==> src/verilog/ssrw_map.vh <==
/*
  ssrw_map.vh: timing constants and counter widths for the supply
  supervisor with reset and watchdog.
  Assumes a 40 MHz system clock; tick and push times are turned into cycle counts here.
*/
`ifndef SSRW_MAP_VH
`define SSRW_MAP_VH

// system clock rate in hertz
`define SSRW_CLK_HZ        40000000
// internal tick period in microseconds; all long timeouts count ticks
`define SSRW_TICK_US       1000
`define SSRW_TICK_CYC      ((`SSRW_CLK_HZ / 1000000) * `SSRW_TICK_US)
`define SSRW_TICK_W        16

// release hold time in ms, fixed variant and delay-adjustable variant
`define SSRW_HOLD_MS       200
`define SSRW_HOLD_ADJ_MS   250
// manual reset least low time in ns, rounded up to cycles
`define SSRW_PUSH_NS       1000
`define SSRW_PUSH_CYC      ((`SSRW_PUSH_NS * (`SSRW_CLK_HZ / 1000000) + 999) / 1000)
`define SSRW_PUSH_W        8
// kick window normal 1600 ms, startup 51000 ms, counted in ms ticks
`define SSRW_KICK_MS       1600
`define SSRW_START_MS      51000
`define SSRW_MS_W          17

// zero, one and all-ones constants at the widths they meet
`define SSRW_TICK_ZERO     16'h0000
`define SSRW_MS_ZERO       17'h00000
`define SSRW_PUSH_ZERO     8'h00
`define SSRW_SYNC_ZERO     2'h0
`define SSRW_SYNC_ONES     2'h3
`define SSRW_MS_ONE        17'h00001
`define SSRW_PUSH_ONE      8'h01
`define SSRW_TICK_ONE      16'h0001

`endif

==> src/verilog/ssrw_sync2.v <==
/*
  ssrw_sync2.v: two flip-flop synchroniser for one asynchronous level.
  Assumes the input is a pin or comparator flag outside sys_clk's domain.
*/
`timescale 1ns/1ps
`include "ssrw_map.vh"

module ssrw_sync2 #(
  parameter RESET_VAL = 1'b0
) (
  // clock and reset
  input  wire sys_clk,
  input  wire srst,
  // asynchronous level in, synchronised level out
  input  wire asyncIn,
  output wire syncOut
);

  reg [1:0] stage;

  // first stage feeds only the second stage
  always @(posedge sys_clk) begin
    if (srst) begin
      stage <= RESET_VAL ? `SSRW_SYNC_ONES : `SSRW_SYNC_ZERO;
    end else begin
      stage <= {stage[0], asyncIn};
    end
  end

  assign syncOut = stage[1];

endmodule // ssrw_sync2

==> src/verilog/ssrw_supervisor.v <==
/*
  ssrw_supervisor.v: reset supervisor core. Combines supply and adjustable
  input undervoltage flags, power-on, a debounced shared manual reset pin
  and a kick-fed watchdog into one reset state with complementary outputs.
  Assumes comparator flags and pins are asynchronous; srst models power-up
  (supply at about one volt) and is the only reset.
*/
`timescale 1ns/1ps
`include "ssrw_map.vh"

// Notes on behaviour
// reset asserts while the supply or adjustable input is below trip.
// after undervoltage, reset holds until all levels stay good for the hold time.
// at power-up reset asserts with the high output high and low output low.
// delay-adjustable variants use a 250 ms hold that may be raised.
// the manual reset input is active low and debounced before use.
// a manual low of at least one microsecond asserts reset.
// after manual release both outputs stay asserted for the hold time; the code counts it from assertion, as its pin drive hides the button.
// a watchdog expiry without a kick within 1.6 s asserts reset.
// the normal watchdog counter clears on any reset and on every kick.
// a 51 s startup window after power-on never trips on missing kicks.
// on the dual variant release needs both thresholds satisfied.
// the low reset output and the manual input share one open-drain pin.
// the host should kick at least once per second for margin.
// rising and falling kick edges both count as a kick.
// normal timeout lies in 1.0 to 2.0 s, startup in 32 to 64 s.
// timeouts use a free-running tick; inputs are synchronised first.
// the high and low reset outputs are exact complements of one state.
module ssrw_supervisor #(
  parameter ADJ_DELAY     = 0,     // 1 selects the delay-adjustable hold
  parameter DUAL_MON      = 1,     // 1 checks the adjustable input too
  parameter HAS_WATCHDOG  = 1,     // 1 enables the kick watchdog
  parameter HOLD_MS       = (ADJ_DELAY != 0) ? `SSRW_HOLD_ADJ_MS
                                             : `SSRW_HOLD_MS,
  parameter KICK_MS       = `SSRW_KICK_MS,
  parameter START_MS      = `SSRW_START_MS,
  parameter TICK_CYC      = `SSRW_TICK_CYC
) (
  // clock and power-up reset
  input  wire sys_clk,
  input  wire srst,
  // comparator flags, high when the level is above its trip point
  input  wire supplyOk,
  input  wire senseOk,
  // watchdog kick from the host
  input  wire kickInput,
  // shared open-drain pin: level in, drive out, drive enable
  input  wire resetPinIn,
  output reg  resetPinOut,
  output reg  resetPinOe,
  // complementary reset outputs
  output reg  resetHigh,
  output reg  resetOutLow
);

  // states of the reset sequencer
  localparam ST_HOLD = 1'b0;  // reset asserted, counting release hold
  localparam ST_RUN  = 1'b1;  // reset released

  wire supplySync;
  wire senseSync;
  wire kickSync;
  wire pinSync;

  reg                      state;
  reg                      next_state;
  reg  [`SSRW_TICK_W-1:0]  tickCnt;
  reg                      tick;
  reg  [`SSRW_MS_W-1:0]    holdCnt;
  reg  [`SSRW_MS_W-1:0]    kickCnt;
  reg  [`SSRW_MS_W-1:0]    startCnt;
  reg                      startDone;
  reg  [`SSRW_PUSH_W-1:0]  pushCnt;
  reg                      pushLow;
  reg                      kickLast;
  reg                      wdExpire;
  reg                      selfDrive;

  wire levelsOk;
  wire kickEdge;
  wire pinLowExt;

  // comparator flags and pins pass two flops first; flags reset low
  ssrw_sync2 #(.RESET_VAL(1'b0)) uSupply (
    .sys_clk (sys_clk),
    .srst    (srst),
    .asyncIn (supplyOk),
    .syncOut (supplySync)
  );
  ssrw_sync2 #(.RESET_VAL(1'b0)) uSense (
    .sys_clk (sys_clk),
    .srst    (srst),
    .asyncIn (senseOk),
    .syncOut (senseSync)
  );
  ssrw_sync2 #(.RESET_VAL(1'b0)) uKick (
    .sys_clk (sys_clk),
    .srst    (srst),
    .asyncIn (kickInput),
    .syncOut (kickSync)
  );
  ssrw_sync2 #(.RESET_VAL(1'b1)) uPin (
    .sys_clk (sys_clk),
    .srst    (srst),
    .asyncIn (resetPinIn),
    .syncOut (pinSync)
  );

  // both monitors must be good on the dual variant
  assign levelsOk = supplySync &
                    ((DUAL_MON != 0) ? senseSync : 1'b1); // see R01

  // free-running millisecond tick for every long timeout
  always @(posedge sys_clk) begin
    if (srst) begin
      tickCnt <= `SSRW_TICK_ZERO;
      tick    <= 1'b0;
    end else if (tickCnt == TICK_CYC[`SSRW_TICK_W-1:0] - `SSRW_TICK_ONE) begin
      tickCnt <= `SSRW_TICK_ZERO;
      tick    <= 1'b1;
    end else begin
      tickCnt <= tickCnt + `SSRW_TICK_ONE;
      tick    <= 1'b0;
    end
  end

  // the pin is low from outside only when we are not pulling it ourselves;
  // the pin lags our drive by the synchroniser, so selfDrive is delayed too
  assign pinLowExt = ~pinSync & ~selfDrive;

  // debounce: the pin must stay low for the full push time to count
  always @(posedge sys_clk) begin
    if (srst) begin
      pushCnt <= `SSRW_PUSH_ZERO;
      pushLow <= 1'b0;
    end else if (!pinLowExt) begin
      pushCnt <= `SSRW_PUSH_ZERO;
      pushLow <= 1'b0;
    end else if (pushCnt >= `SSRW_PUSH_CYC - `SSRW_PUSH_ONE) begin
      pushLow <= 1'b1;
    end else begin
      pushCnt <= pushCnt + `SSRW_PUSH_ONE;
    end
  end

  // any edge of the synchronised kick counts
  assign kickEdge = kickSync ^ kickLast;

  always @(posedge sys_clk) begin
    if (srst) begin
      kickLast <= 1'b0;
    end else begin
      kickLast <= kickSync;
    end
  end

  // startup window after power-on; no watchdog trips until it ends
  always @(posedge sys_clk) begin
    if (srst) begin
      startCnt  <= `SSRW_MS_ZERO;
      startDone <= 1'b0;
    end else if (!startDone && tick) begin
      if (startCnt == START_MS[`SSRW_MS_W-1:0] - `SSRW_MS_ONE) begin
        startDone <= 1'b1; // see R10
      end else begin
        startCnt <= startCnt + `SSRW_MS_ONE;
      end
    end
  end

  // normal watchdog: cleared by any reset state or any kick edge
  always @(posedge sys_clk) begin
    if (srst) begin
      kickCnt  <= `SSRW_MS_ZERO;
      wdExpire <= 1'b0;
    end else if (state == ST_HOLD || kickEdge || !startDone) begin
      kickCnt  <= `SSRW_MS_ZERO;
      wdExpire <= 1'b0;
    end else if (tick) begin
      if (kickCnt == KICK_MS[`SSRW_MS_W-1:0] - `SSRW_MS_ONE) begin
        kickCnt  <= `SSRW_MS_ZERO;
        wdExpire <= (HAS_WATCHDOG != 0); // see R08
      end else begin
        kickCnt  <= kickCnt + `SSRW_MS_ONE;
        wdExpire <= 1'b0;
      end
    end else begin
      wdExpire <= 1'b0;
    end
  end

  // sequencer: any cause returns to hold, hold ends after the full time
  always @* begin
    next_state = state;
    case (state)
      ST_HOLD: begin
        if (levelsOk && !pushLow && tick &&
            holdCnt == HOLD_MS[`SSRW_MS_W-1:0] - `SSRW_MS_ONE) begin
          next_state = ST_RUN; // see R02 see R04
        end
      end
      ST_RUN: begin
        if (!levelsOk || pushLow || wdExpire) begin
          next_state = ST_HOLD; // see R01 see R06
        end
      end
      default: begin
        next_state = ST_HOLD;
      end
    endcase
  end

  // hold count restarts whenever any cause is still present
  always @(posedge sys_clk) begin
    if (srst) begin
      state   <= ST_HOLD;
      holdCnt <= `SSRW_MS_ZERO;
    end else begin
      state <= next_state;
      if (state == ST_RUN || !levelsOk || pushLow) begin
        holdCnt <= `SSRW_MS_ZERO; // see R02
      end else if (tick) begin
        holdCnt <= holdCnt + `SSRW_MS_ONE;
      end
    end
  end

  // outputs from one state, registered; the pin drives only a low
  always @(posedge sys_clk) begin
    if (srst) begin
      resetHigh   <= 1'b1;
      resetOutLow <= 1'b0;
      resetPinOut <= 1'b0;
      resetPinOe  <= 1'b1;
      selfDrive   <= 1'b1;
    end else begin
      resetHigh   <= (next_state == ST_HOLD);
      resetOutLow <= (next_state != ST_HOLD);
      resetPinOut <= 1'b0;
      resetPinOe  <= (next_state == ST_HOLD);
      // stays set one cycle after resetPinOe falls to cover synchroniser lag
      selfDrive   <= (next_state == ST_HOLD) | resetPinOe;
    end
  end

endmodule // ssrw_supervisor

==> config.mk <==
export PLATFORM = sky130hd
export DESIGN_NAME = ssrw_supervisor
export DESIGN_NICKNAME = d
export VERILOG_FILES = /design/src/verilog/ssrw_sync2.v /design/src/verilog/ssrw_supervisor.v
export VERILOG_INCLUDE_DIRS = /design/src /design/src/verilog
export SDC_FILE = /design/constraint.sdc
export NUM_CORES = 1
export LEC_CHECK = 0
export ABC_AREA = 1
export BUFFER_PORTS_ARGS = -buffer_cell sky130_fd_sc_hd__buf_2
export CAP_MARGIN = 10
export CORE_MARGIN = 2
export CORE_UTILIZATION = 39
export DETAILED_ROUTE_END_ITERATION = 7
export GPL_ROUTABILITY_DRIVEN = 0
export SLEW_MARGIN = 20
export SYNTH_ARGS = -nofsm -noshare
export SYNTH_HDL_FRONTEND = slang
export SYNTH_HIERARCHICAL = 1
export SYNTH_SLANG_ARGS = --single-unit
==> constraint.sdc <==
create_clock -name sys_clk -period 1.6 [get_ports sys_clk]
set_input_delay 0.32 -clock sys_clk [delete_from_list [all_inputs] [get_ports sys_clk]]
set_output_delay 0.32 -clock sys_clk [all_outputs]
set_load 0.02 [all_outputs]
==> results.json <==
{
  "status": "completed",
  "synth_ff_type": "dfxtp_1",
  "num_rows": 38,
  "p_sw_frac": 0.2048,
  "drt_iter0_drc": 222,
  "synth-async-reset-ratio": 0,
  "max_cap_viol_count": 0,
  "cp-start-kind": "flop",
  "power_frac_seq": 0.483,
  "via_per_inst": 4.826,
  "syn-cell-area_sq_um": 4412,
  "register_area_sq_um": 1826,
  "syn-mean-instance-area_sq_um": 6.861,
  "dr.pass1.iters": 4,
  "die-height_microns": 110.4,
  "core-area_sq_um": 10940,
  "place_hpwl_microns": 6414,
  "mostFrequentLayoutCell": "nand2_1",
  "synth_nets": 654,
  "period_needed_ns": 1.518,
  "ys_ff_latch": 91,
  "synth_area_leader_cell": "dfxtp_1",
  "synth_top_family_by_area": "simple AND/OR/NAND/NOR gates",
  "fin_crit_sh": 0.9489,
  "power_frac_clock": 0.503,
  "drc_errors": 0,
  "synth_top_cell_area_share": 0.4129,
  "multi_input_area_sq_um": 2245,
  "htree_levels": 3,
  "holdCritPathClass": "in2reg",
  "p_int_w": 0.003765,
  "grt_max_degree": 26,
  "vdd_drop_max_uv": 586.1,
  "clock_latency_ns": 0.34,
  "final_nets": 680,
  "seq_area_frac_synth": 0.4129,
  "synthXorXnorAreaFrac": 0.04368,
  "end_kind": "flop",
  "worst-setup-path-type": "reg2reg",
  "switching_power_w": 0.0009697,
  "synthDistinctLibCells": 35,
  "synth_simple_gate_area_frac": 0.3579,
  "io_pins": 10,
  "synthTopCellsByArea": "dfxtp_1 (41%), nand2_1 (13%), nor2_1 (9.2%)",
  "tritoncts": "done",
  "finClkSkew_ns": 0.007814,
  "r2r-end": "startCnt[1]$_SDFFE_PP0P_",
  "clk_pin_slew_worst_paths_ns": 0.07,
  "critical_path_required_ns": 1.84,
  "grt_pass1_vias": 3643,
  "start_util": 0.4034,
  "root_buffer": "clkbuf_16",
  "ff2ff_setup_slack_ns": 0.08,
  "synth_compound_area_frac": 0.07317,
  "grt_usage": 0.1588,
  "numCtsBuffers": 9,
  "synthMuxAreaShare": 0,
  "layout_common_cells": "nand2_1 (157), nor2_1 (102), dfxtp_1 (88), inv_1 (85), a21oi_1 (41)",
  "path_max_fanout": 8,
  "vias": 3928,
  "worstReg2RegStart": "startCnt[3]$_SDFFE_PP0P_",
  "port_buffers": 8,
  "layout_setup_ws_ns": 0.08169,
  "finalSetupViolations": 0,
  "fmax_ghz": 0.6586,
  "r2r_cells": 8,
  "dieArea_sq_um": 12180,
  "dpl_cell_area_sq_um": 4652,
  "min_path_cells": 3,
  "worst_ep_arrival_time_ns": 1.75,
  "grt_pass1_wl_microns": 15470,
  "min_to": "uPin/stage[0]$_SDFF_PP1_",
  "combPwrFrac": 0.014,
  "hold_buffers": 0,
  "final_hold_viol_count": 0,
  "grt_overflow": 0,
  "syn_inst": 643,
  "cts.sink_count": 91,
  "layout-drive-gt1-share": 0.1157,
  "wl_per_cell_microns": 11.27,
  "routed_wl_microns": 9177,
  "fillers": 1100,
  "hold_start": "resetPinIn",
  "drtAntennaViolNets": 0,
  "die_w_microns": 110.4,
  "cts_buffer_depth": 2,
  "slew_violations": 0,
  "synth_edf_count": 0,
  "antennaDiodeCount": 0,
  "p_leak_nw": 1.912,
  "powerDensity_nw_per_um2": 929.7,
  "syn2layout_area_growth_pct": 15.43,
  "pre_cts_slack_ns": 0.02181,
  "fin_area_sq_um": 5092,
  "synthAdderAreaFrac": 0.01418,
  "yosysWarnings": 6,
  "antenna_found_initial": 0
}
-- cell type report --
| type | count | area share |
|---|---|---|
| Multi-Input combinational cell | 453 | 0.4408 |
| Sequential cell | 91 | 0.3585 |
| Timing Repair Buffer | 23 | 0.03243 |
| Inverter | 91 | 0.06757 |
| Clock inverter | 5 | 0.01671 |
| Clock buffer | 11 | 0.04963 |
| Tap cell | 140 | 0.03440 |
-- Yosys cell counts (2+ instances only) --
library cell / instances
a21oi_1: 41
buf_4: 4
buf_6: 2
clkbuf_1: 2
dfxtp_1: 91
ha_1: 5
inv_1: 85
inv_2: 5
nand2_1: 158
nand2_2: 2
nand2_4: 2
nand3_1: 39
nand4_1: 16
nor2_1: 108
nor2_2: 5
nor2_4: 4
nor3_1: 19
nor3b_1: 2
o21ai_0: 17
xnor2_1: 6
xor2_1: 16
-- kinds of logic (layout without fill, tap and decap cells) --
| family | after synthesis | count (layout) |
|---|---|---|
| xor gates and xnor gates | 22 | 22 |
| AOI/OAI and AO/OA | 62 | 62 |
| other | 1 | 1 |
| adders and majority gates | 5 | 5 |
| and+or+nand+nor | 361 | 363 |
| DFF | 91 | 91 |
| buffers and inverters | 101 | 130 |
-- per-layer routing --
metal	wire, microns	vias up	track usage	part of all wire
li1	-	2075	-	-
met1	4439	1770	0.1986	0.48
met2	4295	71	0.2695	0.47
met3	283	12	0.02704	0.031
met4	158	0	0.06786	0.017
met5	0	-	0	0
-- through the flow --
stage	cells	utilization	hold WS (ns)	total power, W	TNS, ns
2_1_floorplan	643	-	0.3865	0.002378	0
3_3_place_gp	794	0.4254	0.4029	0.002401	0
3_5_place_dp	794	0.4254	0.4002	0.002404	0
4_1_cts	810	0.4563	0.1518	0.004789	0
5_1_grt	814	0.4657	0.1662	0.004873	-0.07806
6_report	814	0.4657	0.1557	0.004735	0
-- flip-flops by register name, indices dropped and copies added (netlist names), 2 cells and up --
signal         count
uPin/stage         2
uKick/stage        2
kickCnt           17
uSense/stage       2
tickCnt           16
startCnt          17
holdCnt           17
uSupply/stage      2
pushCnt            8
-- worst max-delay path by stage --
stage / startpoint / to / slack, ns
after floorplan: startCnt[0]$_SDFFE_PP0P_ / startCnt[10]$_SDFFE_PP0P_ / 0.14
after global placement: tickCnt[0]$_SDFF_PP0_ / tickCnt[12]$_SDFF_PP0_ / 0.07
after detailed placement: tickCnt[0]$_SDFF_PP0_ / tickCnt[12]$_SDFF_PP0_ / 0.02
after CTS: tickCnt[0]$_SDFF_PP0_ / tickCnt[12]$_SDFF_PP0_ / 0.009
after global routing: startCnt[3]$_SDFFE_PP0P_ / startCnt[6]$_SDFFE_PP0P_ / -0.02
final: startCnt[3]$_SDFFE_PP0P_ / startCnt[1]$_SDFFE_PP0P_ / 0.08
-- critical path, stage by stage, from the launching register on --
cell and delay (ns):
dfxtp_1 0.34, inv_1 0.12, nand2_1 0.07, nor2_1 0.26, nand2_1 0.15, nor2_4 0.20, nor2_4 0.10, o21ai_1 0.13
nor2_1 0.05
-- repair_timing --
action / 4_1_cts / 5_1_grt
setup buffers: 0 / 2
endpoints found under the setup margin: 0 / 33
gates resized for setup: 0 / 22
-- power groups by stage --
stage / registers [W] / logic (W) / clock network, W
final: 0.00229 / 0.0000641 / 0.00238
after global routing: 0.00229 / 0.0000729 / 0.00251
after CTS: 0.00229 / 0.0000639 / 0.00244
after detailed placement: 0.00234 / 0.0000639 / 0
after global placement: 0.00234 / 0.0000619 / 0
after floorplan: 0.00234 / 0.0000407 / 0
(Power assumes the default switching activity.)
